## src/gdsp_pkg.sv

```systemverilog
// package for the gauge driver serial command port: shared constants
// assumes both ends run on one 100 MHz system clock; link pins are sampled, not clocked
package gdsp_pkg;
    localparam int WORD_W = 16;
    localparam int CNT_W = 5;
    localparam int CLK_MHZ = 100;
    // serial clock half period in system clocks, gives 80 ns link clock
    localparam int HALF_DIV = 4;
    // least deselect time between frames, in ns, and its count of cycles
    localparam int CS_GAP_NS = 5000;
    localparam int CS_GAP_CYC = (CS_GAP_NS * CLK_MHZ + 999) / 1000;
    localparam logic [15:0] STATUS_RST = 16'h0000;
    localparam logic [1:0] BUF_DEPTH = 2'h2;
endpackage

```

## src/gdsp_link_if.sv

```systemverilog
// link between the master end and the gauge device end
// assumes the bench resolves the serial output wire from its enable
`timescale 1ns/10ps
`default_nettype none
interface gdsp_link_if;
    logic cs_b;
    logic sclk;
    logic mosi;
    logic miso;
    logic miso_oe;
    logic rst_b;
    modport device (input cs_b, input sclk, input mosi, input rst_b, output miso, output miso_oe);
    modport host (output cs_b, output sclk, output mosi, output rst_b, input miso, input miso_oe);
endinterface
`default_nettype wire

```

## src/gdsp_device.sv

```systemverilog
// device end: serial shift port with status out, pass-through and word commit
// assumes link pins come from another domain; a two-entry buffer feeds received words out
`timescale 1ns/10ps
`default_nettype none
module gdsp_device
    import gdsp_pkg::*;
(
    // system
    input wire logic clk_i,
    input wire logic rst_b_i,
    // link
    gdsp_link_if.device link,
    // user side
    input wire logic [15:0] status_i,
    output logic [15:0] cmd_data_o,
    output logic cmd_valid_o,
    input wire logic cmd_ready_i,
    output logic drop_o
);
    // ****************************************
    // state
    // ****************************************
    typedef struct packed {
        logic [2:0] cs_s;
        logic [2:0] ck_s;
        logic [2:0] di_s;
        logic [15:0] shin;
        logic [31:0] shout;
        logic [CNT_W-1:0] cnt;
        logic any;
        logic so;
        logic oe;
        logic [1:0][15:0] buf_d;
        logic [1:0] fill;
        logic drop;
        logic vld;
    } gdsp_dev_t;
    gdsp_dev_t r, next_r;
    logic cs_b, cs_prev, ck, ck_prev, di;
    logic push;

    always_comb begin
        next_r = r;
        next_r.cs_s = {r.cs_s[1:0], link.cs_b};
        next_r.ck_s = {r.ck_s[1:0], link.sclk};
        next_r.di_s = {r.di_s[1:0], link.mosi};
        cs_b = r.cs_s[1];
        cs_prev = r.cs_s[2];
        ck = r.ck_s[1];
        ck_prev = r.ck_s[2];
        di = r.di_s[1];
        push = 1'b0;
        next_r.drop = 1'b0;
        // ****************************************
        // shifting
        // ****************************************
        if (cs_prev && !cs_b) begin
            next_r.shout = {status_i, 16'h0000};
            next_r.cnt = '0;
            next_r.any = 1'b0;
            next_r.so = status_i[15];
        end else if (!cs_b) begin
            if (ck_prev && !ck) begin
                next_r.shin = {r.shin[14:0], di};
                // slot 16 reaches the top right after the last status bit, for any frame length
                next_r.shout[16] = di;
                next_r.cnt = (r.cnt[3:0] == 4'hF) ? 5'h10 : CNT_W'(r.cnt[3:0] + 4'h1);
                next_r.any = 1'b1;
            end
            if (!ck_prev && ck) begin
                next_r.shout = {r.shout[30:0], 1'b0};
                // first rise repeats the msb shown at select fall, so no status bit is lost
                next_r.so = r.shout[31];
            end
        end
        // word boundary marker: cnt[4] set when a multiple of sixteen was just reached
        if (!cs_b && ck_prev && !ck && r.cnt[3:0] != 4'hF) begin
            next_r.cnt[4] = 1'b0;
        end
        next_r.oe = !cs_b;
        // ****************************************
        // commit at select rise
        // ****************************************
        if (!cs_prev && cs_b && r.any) begin
            if (r.cnt[4]) begin
                push = 1'b1;
            end else begin
                next_r.drop = 1'b1;
            end
        end
        // ****************************************
        // two-entry buffer; a full buffer drops the word
        // ****************************************
        if (cmd_valid_o && cmd_ready_i) begin
            next_r.buf_d[0] = r.buf_d[1];
            next_r.fill = r.fill - 2'h1;
        end
        if (push) begin
            if (next_r.fill < BUF_DEPTH) begin
                next_r.buf_d[next_r.fill[0]] = r.shin;
                next_r.fill = next_r.fill + 2'h1;
            end else begin
                next_r.drop = 1'b1;
            end
        end
        next_r.vld = (next_r.fill != 2'h0);
    end

    always_ff @(posedge clk_i) begin
        if (!rst_b_i || !link.rst_b) begin
            r <= '0;
            r.cs_s <= 3'h7;
            r.shout <= {STATUS_RST, 16'h0000};
        end else begin
            r <= next_r;
        end
    end

    assign link.miso = r.so;
    assign link.miso_oe = r.oe;
    assign cmd_data_o = r.buf_d[0];
    assign cmd_valid_o = r.vld;
    assign drop_o = r.drop;
endmodule
`default_nettype wire

```

## src/flat_wrapper.sv

```systemverilog
// flat-port wrapper written by rule: the top's interface ports become plain ports
module gdsp_device_flat import gdsp_pkg::*;
  (clk_i, rst_b_i, status_i, cmd_data_o, cmd_valid_o, cmd_ready_i, drop_o, link_cs_b, link_sclk, link_mosi, link_rst_b, link_miso, link_miso_oe);
  gdsp_link_if link_i ();
  input wire logic clk_i;
  input wire logic rst_b_i;
  input wire logic [15:0] status_i;
  output logic [15:0] cmd_data_o;
  output logic cmd_valid_o;
  input wire logic cmd_ready_i;
  output logic drop_o;
  input wire logic [$bits(link_i.cs_b)-1:0] link_cs_b;
  input wire logic [$bits(link_i.sclk)-1:0] link_sclk;
  input wire logic [$bits(link_i.mosi)-1:0] link_mosi;
  input wire logic [$bits(link_i.rst_b)-1:0] link_rst_b;
  output wire logic [$bits(link_i.miso)-1:0] link_miso;
  output wire logic [$bits(link_i.miso_oe)-1:0] link_miso_oe;
  assign link_i.cs_b = link_cs_b;
  assign link_i.sclk = link_sclk;
  assign link_i.mosi = link_mosi;
  assign link_i.rst_b = link_rst_b;
  assign link_miso = link_i.miso;
  assign link_miso_oe = link_i.miso_oe;
  gdsp_device u_core (.clk_i(clk_i), .rst_b_i(rst_b_i), .link(link_i), .status_i(status_i), .cmd_data_o(cmd_data_o), .cmd_valid_o(cmd_valid_o), .cmd_ready_i(cmd_ready_i), .drop_o(drop_o));
endmodule
```

## config.mk

```make
export PLATFORM = sky130hd
export DESIGN_NAME = gdsp_device_flat
export DESIGN_NICKNAME = d
export VERILOG_FILES = /design/src/gdsp_pkg.sv /design/src/gdsp_link_if.sv /design/src/gdsp_device.sv /design/src/flat_wrapper.sv
export SDC_FILE = /design/constraint.sdc
export NUM_CORES = 1
export LEC_CHECK = 0
export BUFFER_PORTS_ARGS = -buffer_cell sky130_fd_sc_hd__clkbuf_2
export CORE_ASPECT_RATIO = 2
export CORE_MARGIN = 2
export CORE_UTILIZATION = 62
export DETAILED_ROUTE_END_ITERATION = 10
export GPL_TIMING_DRIVEN = 0
export PLACE_DENSITY = 0.83
export SYNTH_ARGS = -nofsm -noshare
export SYNTH_HDL_FRONTEND = slang
export SYNTH_SLANG_ARGS = --single-unit
```

## constraint.sdc

```tcl
create_clock -name clk_i -period 2.3 [get_ports clk_i]
set_input_delay 0.23 -clock clk_i [delete_from_list [all_inputs] [get_ports clk_i]]
set_output_delay 0.23 -clock clk_i [all_outputs]
set_load 0.02 [all_outputs]
```

==> run summary, run 1 <==
H-Tree Depth -> 3
commonest non-fill, non-tap cell in the layout -> nand2_1
Avg Cell Area, Syn -> 8.87 um^2
Total GRT Usage -> 0.280
DR pass1 iterations -> 4
I/O pin count -> 43
number of enable flip-flop cells after synthesis -> 0
initial core utilization -> 0.635
CORE AREA -> 5660 um^2
Synth area leaders -> dfxtp_1 47%, nand2_1 9.1%, mux2_2 5.0%
DP Area -> 3880 um^2
CP Capture Type -> flip-flop
crit-path max FO -> 10
Layout Nets -> 485
Die X -> 57.8 um
clk_lat worst skew -> 0.34 ns
Sw Pwr -> 615 uW
Top Family by Delay on Critical Path -> buffers and inverters
async set or reset register ratio after synthesis -> 0
Reg power frac -> 0.466
critical path class -> flip-flop to flip-flop
Primary FF master, synth -> dfxtp_1
# Post-CTS Setup Buffers -> 0
largest net degree at the start of global routing -> 14
Avg WL per Cell -> 15.9 um
Final Critical Period -> 1.96 ns
MaxCap Viol Count -> 0
clock network power share -> 0.507
final std cells w/o fill -> 524
initial drt markers -> 212
row count -> 39
Syn. warnings -> 0
DIE AREA -> 6460 um^2
WL final -> 8320 um
diode count -> 0
DR vias/cell -> 5.73
Seq/Total Area, Yosys -> 0.468
Net Sw Frac -> 0.196
via count -> 3,000
Sink Count -> 84
number of global-route vias before repair -> 3,073
Peak Freq -> 0.509 GHz
placed cell count -> 508
Min-Delay Path Class -> primary input to flip-flop
slowest cell on the critical path -> a21oi_2
syn_nets -> 432
Worst Path Required -> 2.58 ns
Critical Path Start Type -> flip-flop
IO Port Bufs -> 42
Pleak -> 1.74 nW
#FFs+latches synth -> 84
root buffer cell -> clkbuf_16
cts bufs inserted -> 9
RePlAce Congestion -> 0.880
CTS tree -> built
Cells after Synth -> 405
antenna violations before repair -> 0
residual DRC count -> 0
first-pass GRT wire length -> 13,800 um
Worst slew margin -> 0.570
Yosys cell types -> 39
Slew Viols, Final -> 0
crit path DAT -> 2.24 ns
post-CTS sizing -> 0
commonest non-fill, non-tap cells in the layout -> 87 x nand2_1, 84 x dfxtp_1, 43 x clkbuf_2, 27 x a21oi_1, 22 x nor2_1
chip height -> 112 um
Int Power -> 2.53 mW
Clock Tree Buf Depth -> 2
ratio of cells with drive above 1 in the final layout -> 0.276
CP peak stage delay -> 0.36 ns
Mapped Area -> 3590 um^2
final setup fails -> 0
area delta synth->final -> 17.3%
ANT nets after route -> 0
Util after Layout -> 0.745
Crit path top cell by count -> inv_1
RSZ-0062 raised after global routing -> no
Reg clk slew, reported paths -> 0.06 ns
final hold violations -> 0
hold_buf cts -> 0
Worst IR Drop VDD -> 0.000763 V
DP HPWL -> 6020 um
total negative slack -> 0 ns
combinational share of power -> 0.028
area leader, netlist -> dfxtp_1
worst path cell trace -> inv_1, ha_1, clkbuf_1, inv_1, a21oi_2, buf_2, o21ai_0, nor2_1
post-route cell area -> 4220 um^2
Final Power -> 3.14 mW
final worst-path cycle share -> 0.854
clock skew -> 0.00272 ns
PwrDens -> 746 nW/um^2
Worst-Margin Slew -> 0.638 ns
WP buf/inv -> 4
total grt overflow -> 0
share of the synthesized area in the top cell type -> 0.468
outcome -> completed
==> state kept, by name, indices dropped and copies added (netlist names) <==
| signal | count |
|---|---|
| u_core.cmd_valid_o | 1 |
| u_core.ck_prev | 1 |
| u_core.ck | 1 |
| u_core.cmd_data_o | 16 |
| u_core.link.miso | 1 |
| u_core.drop_o | 1 |
| u_core.r | 56 |
| u_core.link.miso_oe | 1 |
| u_core.di | 1 |
| u_core.cs_b | 1 |
| u_core.next_r | 3 |
| u_core.cs_prev | 1 |
==> metrics by stage <==
step / hold slack (ns) / worst slack [ns]
after global routing: 0.0960 / 0.209
final: 0.0686 / 0.336
after floorplan: 0.331 / 0.796
after global placement: 0.390 / 0.462
after detailed placement: 0.414 / 0.382
after CTS: 0.0628 / 0.359
==> cells in the mapped netlist (all sizes together) (2+ instances only) <==
| master | number |
|---|---|
| a31oi | 14 |
| nor2 | 23 |
| nand2 | 87 |
| a21oi | 28 |
| a211oi | 2 |
| nor3 | 2 |
| o21ai | 21 |
| and3 | 6 |
| xor2 | 2 |
| clkbuf | 14 |
| dfxtp | 84 |
| buf | 31 |
| inv | 6 |
| nand3 | 19 |
| mux2i | 16 |
| nand2b | 5 |
| mux2 | 16 |
| ha | 4 |
| o221a | 15 |
==> area by class of cell <==
| type | count | area (um^2) |
|---|---|---|
| flip-flops and latches | 84 | 1680 |
| multi-input cells | 270 | 1630 |
| fillers | 436 | 1450 |
| clock buffers | 12 | 267 |
| plain buffers | 45 | 262 |
| repair buffers | 42 | 210 |
| well taps | 61 | 76.3 |
| clock inverters | 4 | 70.1 |
| inverters | 6 | 22.5 |
==> kinds of logic after synthesis <==
family,count (synthesis),share of synthesized area
mux,32,0.0947
buf+inv,51,0.0791
fa+ha+maj,4,0.0139
simple gates,148,0.182
flops,84,0.468
compound gates,84,0.155
xor+xnor,2,0.00697
==> worst paths after layout <==
kind / from / endpoint / slack (ns) / depth (start not counted)
max reg2reg: u_core.ck_prev / u_core.r[75] / 0.34 / 8
max: u_core.ck_prev / u_core.r[75] / 0.34 / 8
min: link_cs_b / u_core.next_r[99] / 0.07 / 2
min reg2reg: u_core.next_r[99] / u_core.cs_b / 0.44 / 1
==> power groups by stage <==
stage / Combinational, mW / Sequential [mW] / Clock (mW)
after CTS: 0.0877 / 1.46 / 1.61
after global placement: 0.0847 / 1.50 / 0
after detailed placement: 0.0867 / 1.50 / 0
after floorplan: 0.0501 / 1.49 / 0
final: 0.0879 / 1.46 / 1.59
after global routing: 0.0964 / 1.46 / 1.68
==> layer usage <==
layer | global-route usage | vias to the layer above | routed length (um)
li1 | - | 1491 | -
met1 | 0.269 | 1414 | 3030
met2 | 0.498 | 70 | 4570
met3 | 0.0813 | 25 | 314
met4 | 0.171 | 0 | 400
met5 | 0 | - | 0
(Power assumes the default switching activity.)
==> run 2, diff against run 1 <==
--- a/config.mk
+++ b/config.mk
@@ -6,7 +6,7 @@
 export NUM_CORES = 1
 export LEC_CHECK = 0
 export BUFFER_PORTS_ARGS = -buffer_cell sky130_fd_sc_hd__clkbuf_2
-export CORE_ASPECT_RATIO = 2
+export CORE_ASPECT_RATIO = 1.4
 export CORE_MARGIN = 2
 export CORE_UTILIZATION = 62
 export DETAILED_ROUTE_END_ITERATION = 10
==> run 2 against run 1 <==
Against the previous run: sequential power barely moved; critical path depth fell by 1; register-to-register slack improved by 0.08 ns; hold slack improved by 0.0034 ns; global-route usage fell by 1.8 points; cell count rose by 1.1%; die area fell by 0.45%; total power fell by 14%; combinational power barely moved; flip-flop and latch count did not move; critical path type unchanged; largest cell class unchanged.
==> run summary, run 2 (synthesized netlist as in run 1, its figures left out) <==
Sink Count -> 84 (unchanged)
Worst-Margin Slew -> 0.692 ns (was 0.638 ns)
placed cell count -> 515 (was 508)
setup slack after layout -> 0.413 ns (was 0.336 ns)
commonest non-fill, non-tap cells in the layout -> 87 x nand2_1, 84 x dfxtp_1, 43 x clkbuf_2, 27 x a21oi_1, 22 x nor2_1 (unchanged)
DP Area -> 3890 um^2 (was 3880 um^2)
IO Port Bufs -> 42 (unchanged)
Reg with most FFs -> u_core.r (unchanged)
Final Power -> 2.71 mW (was 3.14 mW)
WL final -> 7550 um (was 8320 um)
final setup fails -> 0 (unchanged)
RePlAce Congestion -> 0.791 (was 0.880)
Largest register FFs -> 56 (unchanged)
Worst slew margin -> 0.534 (was 0.570)
I/O pin count -> 43 (unchanged)
first-pass GRT wire length -> 12,700 um (was 13,800 um)
via count -> 2,958 (was 3,000)
Avg WL per Cell -> 14.2 um (was 15.9 um)
DP HPWL -> 5330 um (was 6020 um)
Setup WS pre-CTS -> 0.480 ns (was 0.382 ns)
post-route cell area -> 4110 um^2 (was 4220 um^2)
crit path DAT -> 2.11 ns (was 2.24 ns)
RSZ-0062 raised after global routing -> no (unchanged)
number of global-route vias before repair -> 2,904 (was 3,073)
DIE AREA -> 6430 um^2 (was 6460 um^2)
Slew Viols, Final -> 0 (unchanged)
Total GRT Usage -> 0.262 (was 0.280)
Critical Path Start Type -> flip-flop (unchanged)
chip height -> 94.1 um (was 112 um)
crit-path max FO -> 10 (unchanged)
final hold violations -> 0 (unchanged)
Clock Tree Buf Depth -> 2 (unchanged)
initial core utilization -> 0.645 (was 0.635)
total negative slack -> 0 ns (unchanged)
MaxCap Viol Count -> 0 (unchanged)
largest net degree at the start of global routing -> 14 (unchanged)
commonest non-fill, non-tap cell in the layout -> nand2_1 (unchanged)
FF-to-FF path depth -> 7 (was 8)
Worst Path Required -> 2.52 ns (was 2.58 ns)
ANT nets after route -> 0 (unchanged)
CP Capture Type -> flip-flop (unchanged)
post-CTS sizing -> 0 (unchanged)
final worst-path cycle share -> 0.820 (was 0.854)
CORE AREA -> 5570 um^2 (was 5660 um^2)
DR vias/cell -> 5.58 (was 5.73)
cts bufs inserted -> 9 (unchanged)
Pleak -> 1.69 nW (was 1.74 nW)
CTS tree -> built (unchanged)
Final Critical Period -> 1.89 ns (was 1.96 ns)
final std cells w/o fill -> 530 (was 524)
DR pass1 iterations -> 4 (unchanged)
H-Tree Depth -> 3 (unchanged)
initial drt markers -> 124 (was 212)
Min-Delay Path Class -> primary input to flip-flop (unchanged)
# Post-CTS Setup Buffers -> 0 (unchanged)
root buffer cell -> clkbuf_8 (was clkbuf_16)
row count -> 32 (was 39)
area delta synth->final -> 14.5% (was 17.3%)
critical path class -> flip-flop to flip-flop (unchanged)
clk_lat worst skew -> 0.35 ns (was 0.34 ns)
Reg clk slew, reported paths -> 0.08 ns (was 0.06 ns)
antenna violations before repair -> 0 (unchanged)
Die X -> 68.3 um (was 57.8 um)
total grt overflow -> 0 (unchanged)
Peak Freq -> 0.530 GHz (was 0.509 GHz)
clock skew -> 0.00902 ns (was 0.00272 ns)
residual DRC count -> 0 (unchanged)
diode count -> 0 (unchanged)
hold_buf cts -> 0 (unchanged)
Worst IR Drop VDD -> 0.000479 V (was 0.000763 V)
ratio of cells with drive above 1 in the final layout -> 0.275 (was 0.276)
outcome -> completed (unchanged)
Layout Nets -> 485 (unchanged)
PwrDens -> 658 nW/um^2 (was 746 nW/um^2)
Hold Path Depth -> 2 (unchanged)
Hold Slack -> 0.0720 ns (was 0.0686 ns)
Util after Layout -> 0.739 (was 0.745)
## run 2: worst max-delay path: stages (launching register included)
cell,delay [ns]
dfxtp_1,0.34
inv_1,0.10
ha_1,0.20
nor2b_1,0.43
nand2_1,0.27
buf_2,0.25
nand2_1,0.10
a21oi_1,0.06
## run 2: layout make-up
| type | count | area, um^2 |
|---|---|---|
| Timing Repair Buffer | 42 | 210 |
| Clock buffer | 11 | 151 |
| Multi-Input combinational cell | 270 | 1630 |
| Fill cell | 428 | 1450 |
| Sequential cell | 84 | 1680 |
| Buffer | 45 | 262 |
| Tap cell | 68 | 85.1 |
| Inverter | 6 | 22.5 |
| Clock inverter | 4 | 72.6 |
## run 2: path summary, 6_finish.rpt
path                     start           endpoint  slack, ns
max                  u_core.ck       u_core.r[90]       0.41
max reg2reg          u_core.ck       u_core.r[90]       0.41
min                  link_cs_b  u_core.next_r[99]       0.07
min reg2reg  u_core.next_r[99]        u_core.cs_b       0.42
## run 2: power by group
part / switching [mW] / internal (mW) / total (mW)
Combinational: 0.0548 / 0.0330 / 0.0878
Sequential: 0.00262 / 1.46 / 1.46
Clock: 0.495 / 0.663 / 1.16
Total: 0.552 / 2.15 / 2.71
## run 2: routing by layer
metal / up-vias / routed length, um / GRT usage
met5: - / 0 / 0
met2: 63 / 3950 / 0.452
met3: 18 / 236 / 0.0480
met1: 1396 / 3170 / 0.295
li1: 1481 / - / -
met4: 0 / 199 / 0.138
==> run 3, diff against run 2 <==
--- a/config.mk
+++ b/config.mk
@@ -8,10 +8,10 @@
 export BUFFER_PORTS_ARGS = -buffer_cell sky130_fd_sc_hd__clkbuf_2
 export CORE_ASPECT_RATIO = 1.4
 export CORE_MARGIN = 2
-export CORE_UTILIZATION = 62
+export CORE_UTILIZATION = 52
 export DETAILED_ROUTE_END_ITERATION = 10
 export GPL_TIMING_DRIVEN = 0
-export PLACE_DENSITY = 0.83
+export PLACE_DENSITY = 0.74
 export SYNTH_ARGS = -nofsm -noshare
 export SYNTH_HDL_FRONTEND = slang
 export SYNTH_SLANG_ARGS = --single-unit
==> constraint.sdc (replaced) <==
create_clock -name clk_i -period 1.6 [get_ports clk_i]
set_input_delay 0.16 -clock clk_i [delete_from_list [all_inputs] [get_ports clk_i]]
set_output_delay 0.16 -clock clk_i [all_outputs]
set_load 0.02 [all_outputs]
==> run 3 against run 2 <==
Against the previous run: combinational power increased by 54%; clock skew increased by 0.0035 ns; critical path type unchanged; non-clock buffer count increased by 6; register-to-register slack got worse by 0.36 ns; critical path depth decreased by 2.
==> run summary, run 3 (synthesized netlist as in run 1, its figures left out) <==
ratio of cells with drive above 1 in the final layout -> 0.305 (was 0.275)
crit-path max FO -> 10 (unchanged)
clock network power share -> 0.405 (was 0.428)
Total GRT Usage -> 0.213 (was 0.262)
DR pass1 iterations -> 5 (was 4)
Sw Pwr -> 839 uW (was 552 uW)
ANT nets after route -> 0 (unchanged)
grt met2 use -> 0.382 (was 0.452)
Clock Tree Buf Depth -> 2 (unchanged)
Net Sw Frac -> 0.224 (was 0.204)
clk_lat worst skew -> 0.36 ns (was 0.35 ns)
Die X -> 74.2 um (was 68.3 um)
total grt overflow -> 0 (unchanged)
Avg WL per Cell -> 13.8 um (was 14.2 um)
via count -> 3,018 (was 2,958)
PwrDens -> 880 nW/um^2 (was 658 nW/um^2)
final worst-path cycle share -> 0.966 (was 0.820)
Worst Hold End -> u_core.next_r[96] (was u_core.next_r[99])
setup slack after layout -> 0.0538 ns (was 0.413 ns)
Worst Path Required -> 1.83 ns (was 2.52 ns)
row count -> 35 (was 32)
outcome -> completed (unchanged)
final hold violations -> 0 (unchanged)
Critical Path Start Type -> flip-flop (unchanged)
Reg with most FFs -> u_core.r (unchanged)
Hold Path Depth -> 2 (unchanged)
RSZ-0062 raised after global routing -> yes (was no)
FF-to-FF path depth -> 5 (was 7)
cts bufs inserted -> 9 (unchanged)
area delta synth->final -> 18.7% (was 14.5%)
worst reg-to-reg setup slack -> 0.05 ns (was 0.41 ns)
CP Capture Type -> flip-flop (unchanged)
GR Layer Usage met3 -> 0.0424 (was 0.0480)
CTS tree -> built (unchanged)
Largest register FFs -> 56 (unchanged)
DP HPWL -> 5370 um (was 5330 um)
combinational share of power -> 0.036 (was 0.032)
chip height -> 102 um (was 94.1 um)
RePlAce Congestion -> 0.825 (was 0.791)
met1 Usage GRT -> 0.243 (was 0.295)
Final Critical Period -> 1.55 ns (was 1.89 ns)
Min-Delay Path Class -> primary input to flip-flop (unchanged)
DP Area -> 3920 um^2 (was 3890 um^2)
Setup WS pre-CTS -> -0.250 ns (was 0.480 ns)
CORE AREA -> 6660 um^2 (was 5570 um^2)
H-Tree Depth -> 3 (unchanged)
critical path class -> flip-flop to flip-flop (unchanged)
Reg power frac -> 0.559 (was 0.540)
initial drt markers -> 161 (was 124)
Slew Viols, Final -> 0 (unchanged)
Sink Count -> 84 (unchanged)
antenna violations before repair -> 0 (unchanged)
root buffer cell -> clkbuf_8 (unchanged)
R2R Path Start -> u_core.cmd_valid_o (was u_core.ck)
MaxCap Viol Count -> 0 (unchanged)
WL final -> 7730 um (was 7550 um)
residual DRC count -> 0 (unchanged)
Worst IR Drop VDD -> 0.000591 V (was 0.000479 V)
Worst slew margin -> 0.528 (was 0.534)
Peak Freq -> 0.647 GHz (was 0.530 GHz)
initial core utilization -> 0.540 (was 0.645)
number of global-route vias before repair -> 2,885 (was 2,904)
HP Start -> link_sclk (was link_cs_b)
clock skew -> 0.0125 ns (was 0.00902 ns)
DIE AREA -> 7600 um^2 (was 6430 um^2)
Reg clk slew, reported paths -> 0.08 ns (about the same)
I/O pin count -> 43 (unchanged)
commonest non-fill, non-tap cell in the layout -> nand2_1 (unchanged)
diode count -> 0 (unchanged)
crit path DAT -> 1.78 ns (was 2.11 ns)
Int Power -> 2.91 mW (was 2.15 mW)
post-route cell area -> 4260 um^2 (was 4110 um^2)
layer with the highest usage -> met2 (unchanged)
final setup fails -> 0 (unchanged)
commonest non-fill, non-tap cells in the layout -> 86 x nand2_1, 83 x dfxtp_1, 46 x clkbuf_2, 27 x a21oi_1, 24 x buf_4 (was 87 x nand2_1, 84 x dfxtp_1, 43 x clkbuf_2, 27 x a21oi_1, 22 x nor2_1)
DR vias/cell -> 5.38 (was 5.58)
Layout Nets -> 491 (was 485)
largest net degree at the start of global routing -> 16 (was 14)
IO Port Bufs -> 42 (unchanged)
Pleak -> 1.74 nW (was 1.69 nW)
Worst-Margin Slew -> 0.701 ns (was 0.692 ns)
r2r endpoint -> u_core.cmd_data_o[3] (was u_core.r[90])
first-pass GRT wire length -> 12,400 um (was 12,700 um)
Util after Layout -> 0.641 (was 0.739)
## run 3: cell count changes in the layout (fill, tap and decap cells not counted), sizes merged
| cell | previous run | this run |
|---|---|---|
| bufinv | 2 | 1 |
| dlygate4sd3 | 0 | 1 |
| clkinvlp | 1 | 3 |
| buf | 31 | 35 |
| clkbuf | 67 | 68 |
## run 3: how the worst max path moves through the flow
stage,from,depth (start not counted),slack (ns),to
3_5_place_dp,u_core.ck,7,-0.25,u_core.r[82]
4_1_cts,u_core.cs_b,6,0.008,u_core.cmd_data_o[3]
2_1_floorplan,u_core.ck_prev,7,0.1,u_core.r[74]
3_3_place_gp,u_core.ck_prev,8,-0.17,u_core.r[75]
6_report,u_core.cmd_valid_o,5,0.05,u_core.cmd_data_o[3]
5_1_grt,u_core.ck,7,-0.009,u_core.r[82]
## run 3: power groups by stage
stage / sequential, mW / clock [mW] / combinational (mW)
final: 2.10 / 1.52 / 0.135
after global routing: 2.10 / 1.63 / 0.149
after floorplan: 2.15 / 0 / 0.0721
after CTS: 2.10 / 1.54 / 0.131
after global placement: 2.15 / 0 / 0.124
after detailed placement: 2.15 / 0 / 0.127
## run 3: final cells by class
cell class | instances | area, um^2
Fill cell | 588 | 2390
Sequential cell | 84 | 1680
Multi-Input combinational cell | 270 | 1670
Buffer | 43 | 294
Timing Repair Buffer | 50 | 273
Clock buffer | 11 | 141
Tap cell | 92 | 115
Clock inverter | 5 | 61.3
Inverter | 6 | 22.5
## run 3: what timing repair did
item	4_1_cts	5_1_grt
setup buffers	0	7
hold endpoints to repair	1	0
pin swaps	0	2
endpoints found under the setup margin	30	55
resized for setup	6	27
hold buffers	1	0
## run 3: metrics by stage
step	power [mW]	TNS (ns)	instances	hold WS [ns]
2_1_floorplan	2.22	0	405	0.261
3_3_place_gp	2.27	-3.22	539	0.346
3_5_place_dp	2.28	-4.91	539	0.356
4_1_cts	3.77	0	554	0.0387
5_1_grt	3.88	-0.0162	561	0.0528
6_report	3.75	0	561	0.0462
## run 3: critical path: stages (launching register included)
cell      delay (ns)
dfxtp_1         0.34
nand2_1         0.25
clkbuf_4        0.31
mux2_2          0.35
nand3_1         0.07
o21ai_0         0.10
## run 3: layer usage
layer  part of all wire  up-vias
li1                   -     1502
met4              0.020        0
met5                  0        -
met3              0.027       14
met2               0.52       50
met1               0.44     1452
